**config.mk**
```make
export PLATFORM = sky130hd
export DESIGN_NAME = pmom_port_match
export DESIGN_NICKNAME = d
export VERILOG_FILES = /design/src/pmom_pkg.sv /design/src/pmom_cmp_if.sv /design/src/pmom_compare.sv /design/src/pmom_port_match.sv
export SDC_FILE = /design/constraint.sdc
export NUM_CORES = 1
export LEC_CHECK = 0
export ABC_AREA = 1
export BUFFER_PORTS_ARGS = -buffer_cell sky130_fd_sc_hd__buf_4
export CELL_PAD_IN_SITES_DETAIL_PLACEMENT = 1
export CELL_PAD_IN_SITES_GLOBAL_PLACEMENT = 2
export CORE_MARGIN = 2
export CORE_UTILIZATION = 28
export CTS_CLUSTER_SIZE = 30
export DETAILED_ROUTE_END_ITERATION = 10
export GPL_TIMING_DRIVEN = 1
export HOLD_SLACK_MARGIN = 0.12
export PLACE_DENSITY_LB_ADDON = 0.05
export SKIP_CTS_REPAIR_TIMING = 1
export SYNTH_ARGS = -nofsm -noshare
export SYNTH_HDL_FRONTEND = slang
export SYNTH_SLANG_ARGS = --single-unit
```
**constraint.sdc**
```tcl
create_clock -name clk -period 2.3 [get_ports clk]
set_clock_uncertainty 0.2 [all_clocks]
set_input_delay 0.46 -clock clk [delete_from_list [all_inputs] [get_ports clk]]
set_output_delay 0.46 -clock clk [all_outputs]
set_load 0.05 [all_outputs]
```
**src/pmom_pkg.sv**
```systemverilog
// constants shared by the port match and output mode block
package pmom_pkg;

  // special function register addresses
  localparam logic [7:0] PMOM_ADDR_P2_DRIVE = 8'ha6;
  localparam logic [7:0] PMOM_ADDR_P1_EN = 8'hee;
  localparam logic [7:0] PMOM_ADDR_P0_VAL = 8'hfd;

  // values after reset
  localparam logic [7:0] PMOM_RST_P0_VAL = 8'hff;
  localparam logic [7:0] PMOM_RST_P1_EN = 8'h00;
  localparam logic [4:0] PMOM_RST_P2_DRIVE = 5'h00;

  // field layout of the port 2 output mode register
  localparam int PMOM_P2_PINS = 5;
  localparam int PMOM_P2_DRIVE_LSB = 0;
  localparam logic [2:0] PMOM_P2_UNUSED_READ = 3'h0;

  // answer to an address this block does not own
  localparam logic [7:0] PMOM_UNMAPPED_READ = 8'h00;

endpackage

```
**src/pmom_cmp_if.sv**
```systemverilog
// carrier between the top module and its per-port compare unit
interface pmom_cmp_if;
  logic [7:0] level;
  logic [7:0] value;
  logic [7:0] enable;
  logic [7:0] differ;
  logic hit;

  modport unit (
    input level,
    input value,
    input enable,
    output differ,
    output hit
  );

  modport host (
    output level,
    output value,
    output enable,
    input differ,
    input hit
  );
endinterface

```
**src/pmom_compare.sv**
```systemverilog
// per-port compare of pin levels against a match value under a mask
module pmom_compare (
  // compare carrier
  pmom_cmp_if.unit cmp
);

  // a masked-out pin never shows up as a difference
  always_comb begin
    cmp.differ = cmp.enable & (cmp.level ^ cmp.value);
    cmp.hit = |cmp.differ;
  end

endmodule

```
**src/pmom_port_match.sv**
```systemverilog
// port mismatch compare and port 2 output drive mode selection
module pmom_port_match
  import pmom_pkg::*;
(
  // clock and reset
  input wire logic clk,
  input wire logic rst,
  // special function register port
  input wire logic [7:0] sfr_addr,
  input wire logic sfr_wr,
  input wire logic sfr_rd,
  input wire logic [7:0] sfr_wdata,
  output logic [7:0] sfr_rdata,
  // pin levels from the pads
  input wire logic [7:0] port0_pin_in,
  input wire logic [7:0] port1_pin_in,
  // configuration held in neighbouring registers
  input wire logic [7:0] port0_compare_enable,
  input wire logic [7:0] port1_compare_value,
  input wire logic [4:0] port2_input_kind_select,
  // port 2 output latch and pad drive
  input wire logic [4:0] port2_out_latch,
  output logic [4:0] port2_pin_out,
  output logic [4:0] port2_pin_oe,
  // mismatch event
  output logic port_mismatch
);

  ////////////////////////////////////////////////////////////////////////////
  // registers

  logic [7:0] port0_compare_value;
  logic [7:0] port1_compare_enable;
  logic [4:0] port2_output_drive_select;

  function automatic logic [7:0] read_mux(input logic [7:0] addr,
                                          input logic [7:0] p0_val,
                                          input logic [7:0] p1_en,
                                          input logic [4:0] p2_drive);
    logic [7:0] data;
    data = PMOM_UNMAPPED_READ;
    unique case (addr)
      PMOM_ADDR_P0_VAL: data = p0_val;
      PMOM_ADDR_P1_EN: data = p1_en;
      PMOM_ADDR_P2_DRIVE: data = {PMOM_P2_UNUSED_READ, p2_drive};
      default: data = PMOM_UNMAPPED_READ;
    endcase
    return data;
  endfunction

  always_ff @(posedge clk or posedge rst) begin
    if (rst) begin
      port0_compare_value <= PMOM_RST_P0_VAL;
    end else if (sfr_wr && sfr_addr == PMOM_ADDR_P0_VAL) begin
      port0_compare_value <= sfr_wdata;
    end
  end

  always_ff @(posedge clk or posedge rst) begin
    if (rst) begin
      port1_compare_enable <= PMOM_RST_P1_EN;
    end else if (sfr_wr && sfr_addr == PMOM_ADDR_P1_EN) begin
      port1_compare_enable <= sfr_wdata;
    end
  end

  always_ff @(posedge clk or posedge rst) begin
    if (rst) begin
      port2_output_drive_select <= PMOM_RST_P2_DRIVE;
    end else if (sfr_wr && sfr_addr == PMOM_ADDR_P2_DRIVE) begin
      port2_output_drive_select <=
        sfr_wdata[PMOM_P2_DRIVE_LSB +: PMOM_P2_PINS];
    end
  end

  always_ff @(posedge clk or posedge rst) begin
    if (rst) begin
      sfr_rdata <= PMOM_UNMAPPED_READ;
    end else if (sfr_rd) begin
      sfr_rdata <= read_mux(sfr_addr, port0_compare_value,
                            port1_compare_enable, port2_output_drive_select);
    end else begin
      sfr_rdata <= PMOM_UNMAPPED_READ;
    end
  end

  ////////////////////////////////////////////////////////////////////////////
  // pin synchronisers

  logic [7:0] port0_meta;
  logic [7:0] port0_sync;
  logic [7:0] port1_meta;
  logic [7:0] port1_sync;

  always_ff @(posedge clk or posedge rst) begin
    if (rst) begin
      port0_meta <= 8'h00;
      port0_sync <= 8'h00;
      port1_meta <= 8'h00;
      port1_sync <= 8'h00;
    end else begin
      port0_meta <= port0_pin_in;
      port0_sync <= port0_meta;
      port1_meta <= port1_pin_in;
      port1_sync <= port1_meta;
    end
  end

  ////////////////////////////////////////////////////////////////////////////
  // mismatch compare

  pmom_cmp_if cmp0 ();
  pmom_cmp_if cmp1 ();

  assign cmp0.level = port0_sync;
  assign cmp0.value = port0_compare_value;
  assign cmp0.enable = port0_compare_enable;

  assign cmp1.level = port1_sync;
  assign cmp1.value = port1_compare_value;
  assign cmp1.enable = port1_compare_enable;

  pmom_compare u_cmp0 (
    .cmp(cmp0)
  );

  pmom_compare u_cmp1 (
    .cmp(cmp1)
  );

  always_ff @(posedge clk or posedge rst) begin
    if (rst) begin
      port_mismatch <= 1'b0;
    end else begin
      port_mismatch <= cmp0.hit | cmp1.hit;
    end
  end

  ////////////////////////////////////////////////////////////////////////////
  // port 2 pad drive

  logic [4:0] next_p2_out;
  logic [4:0] next_p2_oe;

  always_comb begin
    next_p2_out = 5'h00;
    next_p2_oe = 5'h00;
    for (int i = 0; i < PMOM_P2_PINS; i++) begin
      // input kind 0 leaves the driver off
      if (!port2_input_kind_select[i]) begin
        next_p2_out[i] = 1'b0;
        next_p2_oe[i] = 1'b0;
      end else if (port2_output_drive_select[i]) begin
        next_p2_out[i] = port2_out_latch[i];
        next_p2_oe[i] = 1'b1;
      end else begin
        next_p2_out[i] = 1'b0;
        next_p2_oe[i] = ~port2_out_latch[i];
      end
    end
  end

  always_ff @(posedge clk or posedge rst) begin
    if (rst) begin
      port2_pin_out <= 5'h00;
      port2_pin_oe <= 5'h00;
    end else begin
      port2_pin_out <= next_p2_out;
      port2_pin_oe <= next_p2_oe;
    end
  end

  ////////////////////////////////////////////////////////////////////////////
  // checks

  property p_p0_compare;
    @(posedge clk) disable iff (rst)
      ((port0_compare_enable & (port0_sync ^ port0_compare_value)) != 8'h00)
      |=> port_mismatch;
  endproperty
  a_p0_compare: assert property (p_p0_compare)
    else $error("port 0 difference did not raise mismatch");

  property p_p1_masked;
    @(posedge clk) disable iff (rst)
      (port1_compare_enable == 8'h00 && !cmp0.hit) |=> !port_mismatch;
  endproperty
  a_p1_masked: assert property (p_p1_masked)
    else $error("masked port 1 pins raised mismatch");

  property p_p1_compare;
    @(posedge clk) disable iff (rst)
      ((port1_compare_enable & (port1_sync ^ port1_compare_value)) != 8'h00)
      |=> port_mismatch;
  endproperty
  a_p1_compare: assert property (p_p1_compare)
    else $error("port 1 difference did not raise mismatch");

  property p_p2_kind_off;
    @(posedge clk) disable iff (rst)
      (port2_input_kind_select == 5'h00) |=> (port2_pin_oe == 5'h00);
  endproperty
  a_p2_kind_off: assert property (p_p2_kind_off)
    else $error("port 2 driven while input kind is 0");

  property p_p2_push_pull;
    @(posedge clk) disable iff (rst)
      (port2_input_kind_select[0] && port2_output_drive_select[0])
      |=> port2_pin_oe[0] && port2_pin_out[0] == $past(port2_out_latch[0]);
  endproperty
  a_p2_push_pull: assert property (p_p2_push_pull)
    else $error("push-pull pin 0 not driven to latch");

  property p_p2_open_drain;
    @(posedge clk) disable iff (rst)
      (port2_input_kind_select[0] && !port2_output_drive_select[0]
       && port2_out_latch[0]) |=> !port2_pin_oe[0];
  endproperty
  a_p2_open_drain: assert property (p_p2_open_drain)
    else $error("open-drain pin 0 drove a high level");

  property p_p2_upper_zero;
    @(posedge clk) disable iff (rst)
      (sfr_wr && sfr_addr == PMOM_ADDR_P2_DRIVE) ##1
      (sfr_rd && sfr_addr == PMOM_ADDR_P2_DRIVE && !sfr_wr)
      |=> sfr_rdata == {3'h0, $past(sfr_wdata[4:0], 2)};
  endproperty
  a_p2_upper_zero: assert property (p_p2_upper_zero)
    else $error("drive mode register read back wrong");

  property p_no_mismatch;
    @(posedge clk) disable iff (rst)
      (!cmp0.hit && !cmp1.hit) |=> !port_mismatch;
  endproperty
  a_no_mismatch: assert property (p_no_mismatch)
    else $error("mismatch raised with all compared pins matching");

endmodule

```
==> results by group <==
Yosys
  – Post-synth top area share: 0.541
  – Post-synth cell types: 20
  – Synth area leader: dfrtp_1
  – Post-synthesis sequential area ratio: 0.613
  – Synth Area in Compound Gates: 0.0558
  – Post-synthesis xor/xnor area fraction: 0
  – Top-count cell post-synth: nand2_1
  – Mean Syn Cell Area: 9.54 um^2
  – Mux cell area share after synthesis: 0
  – Adder-Cell Fraction of Synth Area: 0
  – Mapped cell area: 0.00296 mm^2
  – FFs w/ async S/R, synth: 1.00
  – Synth Instances: 310
  – Post-Syn Nets: 372
  – Synth top area cells: dfrtp_1 (54%), nand2_1 (10%), dfstp_2 (7.1%)
  – Synth top cells by count: nand2_1 (81), dfrtp_1 (64), inv_1 (40), nor2_1 (40), nand3_1 (29)
  – Flip-flop and latch count after synthesis: 72
  – Main combinational cell family by area after synthesis: simple AND/OR/NAND/NOR gates
  – Synth Area in Simple Gates: 0.261
  – Post-synth EDFFs: 0
  – Yosys warns: 0
  – Main synth FF type: dfrtp_1

STA
  – Final hold violations: 0
  – Final setup vio count: 0
  – Setup TNS: 0 ns
  – Fin crit share: 0.684
  – Slew headroom: 0.742
  – Slew Limit Fails: 0
  – Slew @ Worst Pin: 0.387 ns
  – Tmin final: 1.57 ns
  – Max Clk Rate: 636 MHz
  – Unrepaired setup endpoints after global routing: false

Final layout
  – Share of layout cells above drive strength 1: 0.302
  – Fillcell total: 1216
  – Area growth syn-to-layout: 39.6%
  – Multi-input gate area: 937 um^2
  – Number of antenna diodes: 0
  – Final Net Count: 484
  – FF/Latch Area: 0.00181 mm^2

Clocking
  – Root buf cell: clkbuf_8
  – Max clock buf depth: 2
  – Sinks on Clock Net: 72
  – H-tree Lvls: 3
  – CTS tree: built
  – Clk slew on worst S/H paths: 0.08 ns
  – Clock latency on the worst-skew pair: 0.35 ns
  – CTS Buf Count: 9

Global routing
  – Largest net degree at the start of global routing: 73
  – First-pass GRT wire length: 11.6 mm
  – Initial antenna violation count: 0
  – Vias in the first global route: 2437
  – Global Route Usage Sum: 0.134
  – Gr ovfl total: 0

Floorplanning
  – Die X-Extent: 107 um
  – Chip height: 107 um
  – Core area: 0.0103 mm^2
  – Num rows: 37
  – I/O Pins: 81
  – Die ar.: 0.0114 mm^2
  – Initial Util: 0.288

Pwr
  – Worst vdd ir: 0.220 mV
  – Static leakage: 2.15 nW
  – Cell Pwr Density: 643 mW/mm^2
  – Power Total: 2.65 mW

Critical path
  – Worst EP arrival: 0.91 ns
  – CP Cell Sequence: buf_4
  – CP Max Fanout: 1
  – Crit path kind: flop to primary output
  – CP required: 1.64 ns
  – Critical Path Max Stage Delay: 0.38 ns
  – Worst Path Buf+Inv: 1
  – Largest delay share family, worst path: flip-flops
  – Critical Path Sink Type: primary output
  – Critical path startpoint category: flop
  – Slowest stage cell on the critical path: dfrtp_1
  – R2R setup slack: 0.94 ns

Status
  – Status: finished clean

Drt
  – Routed Antenna Nets: 0
  – Final WL: 7.18 mm
  – Via density: 4.15
  – DRC violations left: 0
  – Starting DRC count in detailed routing: 63
  – DR pass1 iterations: 4
  – Routed wire per std cell: 12.8 um
  – Vias: 2334

Flow run
  – Max Cap Viol: 0

Place
  – RePlAce Congestion: 0.733
  – IO buf count: 80
  – HPWL after DPL: 5.34 mm

Min path
  – Hold crit path type: input pin to flop
-- final cells by class --
type / instances / share of cell area
inverters: 41 / 0.0385
flip-flops and latches: 72 / 0.439
well taps: 136 / 0.0412
clock inverters: 4 / 0.0130
clock buffers: 12 / 0.0327
multi-input cells: 193 / 0.227
repair buffers: 105 / 0.209
-- through the flow --
step,hold slack (ns),area [um^2],cells,setup slack (ns),utilization
2_1_floorplan,0.131,2960,310,0.832,-
3_3_place_gp,0.132,3700,523,0.518,0.360
3_5_place_dp,0.136,3700,523,0.481,0.360
4_1_cts,-0.00967,3890,539,0.712,0.378
5_1_grt,0.126,4130,563,0.683,0.402
6_report,0.133,4130,563,0.727,0.402
-- per-layer routing --
metal	vias up	share of wire	GRT usage	routed length, um
met5	-	0	0	0
met4	0	0.015	0.0501	106
met3	10	0.061	0.0432	439
met2	60	0.47	0.215	3370
met1	1084	0.45	0.169	3270
li1	1180	-	-	-
-- registers in the layout (all words and copies together) (netlist names) --
register	flops
cmp0.level	8
cmp0.value	8
cmp1.enable	8
cmp1.level	8
port0_meta	8
port1_meta	8
sfr_rdata	8
port2_output_drive_select	5
port2_pin_oe	5
port2_pin_out	5
port_mismatch	1
-- cell usage in the layout (no fill, tap or decap), types with 2 or more instances in the layout --
cell type      count
nand2_1           81
buf_4             80
dfrtp_1           64
nor2_1            40
inv_1             39
nand3_1           29
dlygate4sd3_1     24
o21ai_0           13
clkbuf_8           9
o21ai_2            8
dfstp_2            8
nand2_2            7
nand2_4            4
nor2_4             3
clkinvlp_4         3
clkbuf_1           3
nor2_8             2
o21ai_1            2
-- logic make-up after synthesis --
family,count (synthesis)
buffers and inverters,45
AOI/OAI and AO/OA,26
and+or+nand+nor,167
DFF,72
-- final timing paths --
| check | cells after the start | to | from |
|---|---|---|---|
| hold reg to reg | 0 | cmp0.level[0] | port0_meta[0] |
| hold / removal | 3 | port2_pin_oe[2] | port2_input_kind_select[2] |
| min in group asynchronous | 4 | cmp1.level[0] | rst |
| max in group asynchronous | 4 | cmp0.value[0] | rst |
| setup reg to reg | 7 | port_mismatch | cmp0.value[5] |
| setup / recovery | 1 | port_mismatch | port_mismatch |
-- power by group --
group / leakage [nW] / internal (mW) / switching [mW]
registers: 0.891 / 1.33 / 0.0354
clock network: 0.0872 / 0.507 / 0.484
logic: 1.17 / 0.144 / 0.152
total: 2.15 / 1.98 / 0.672
(Power assumes the default switching activity.)
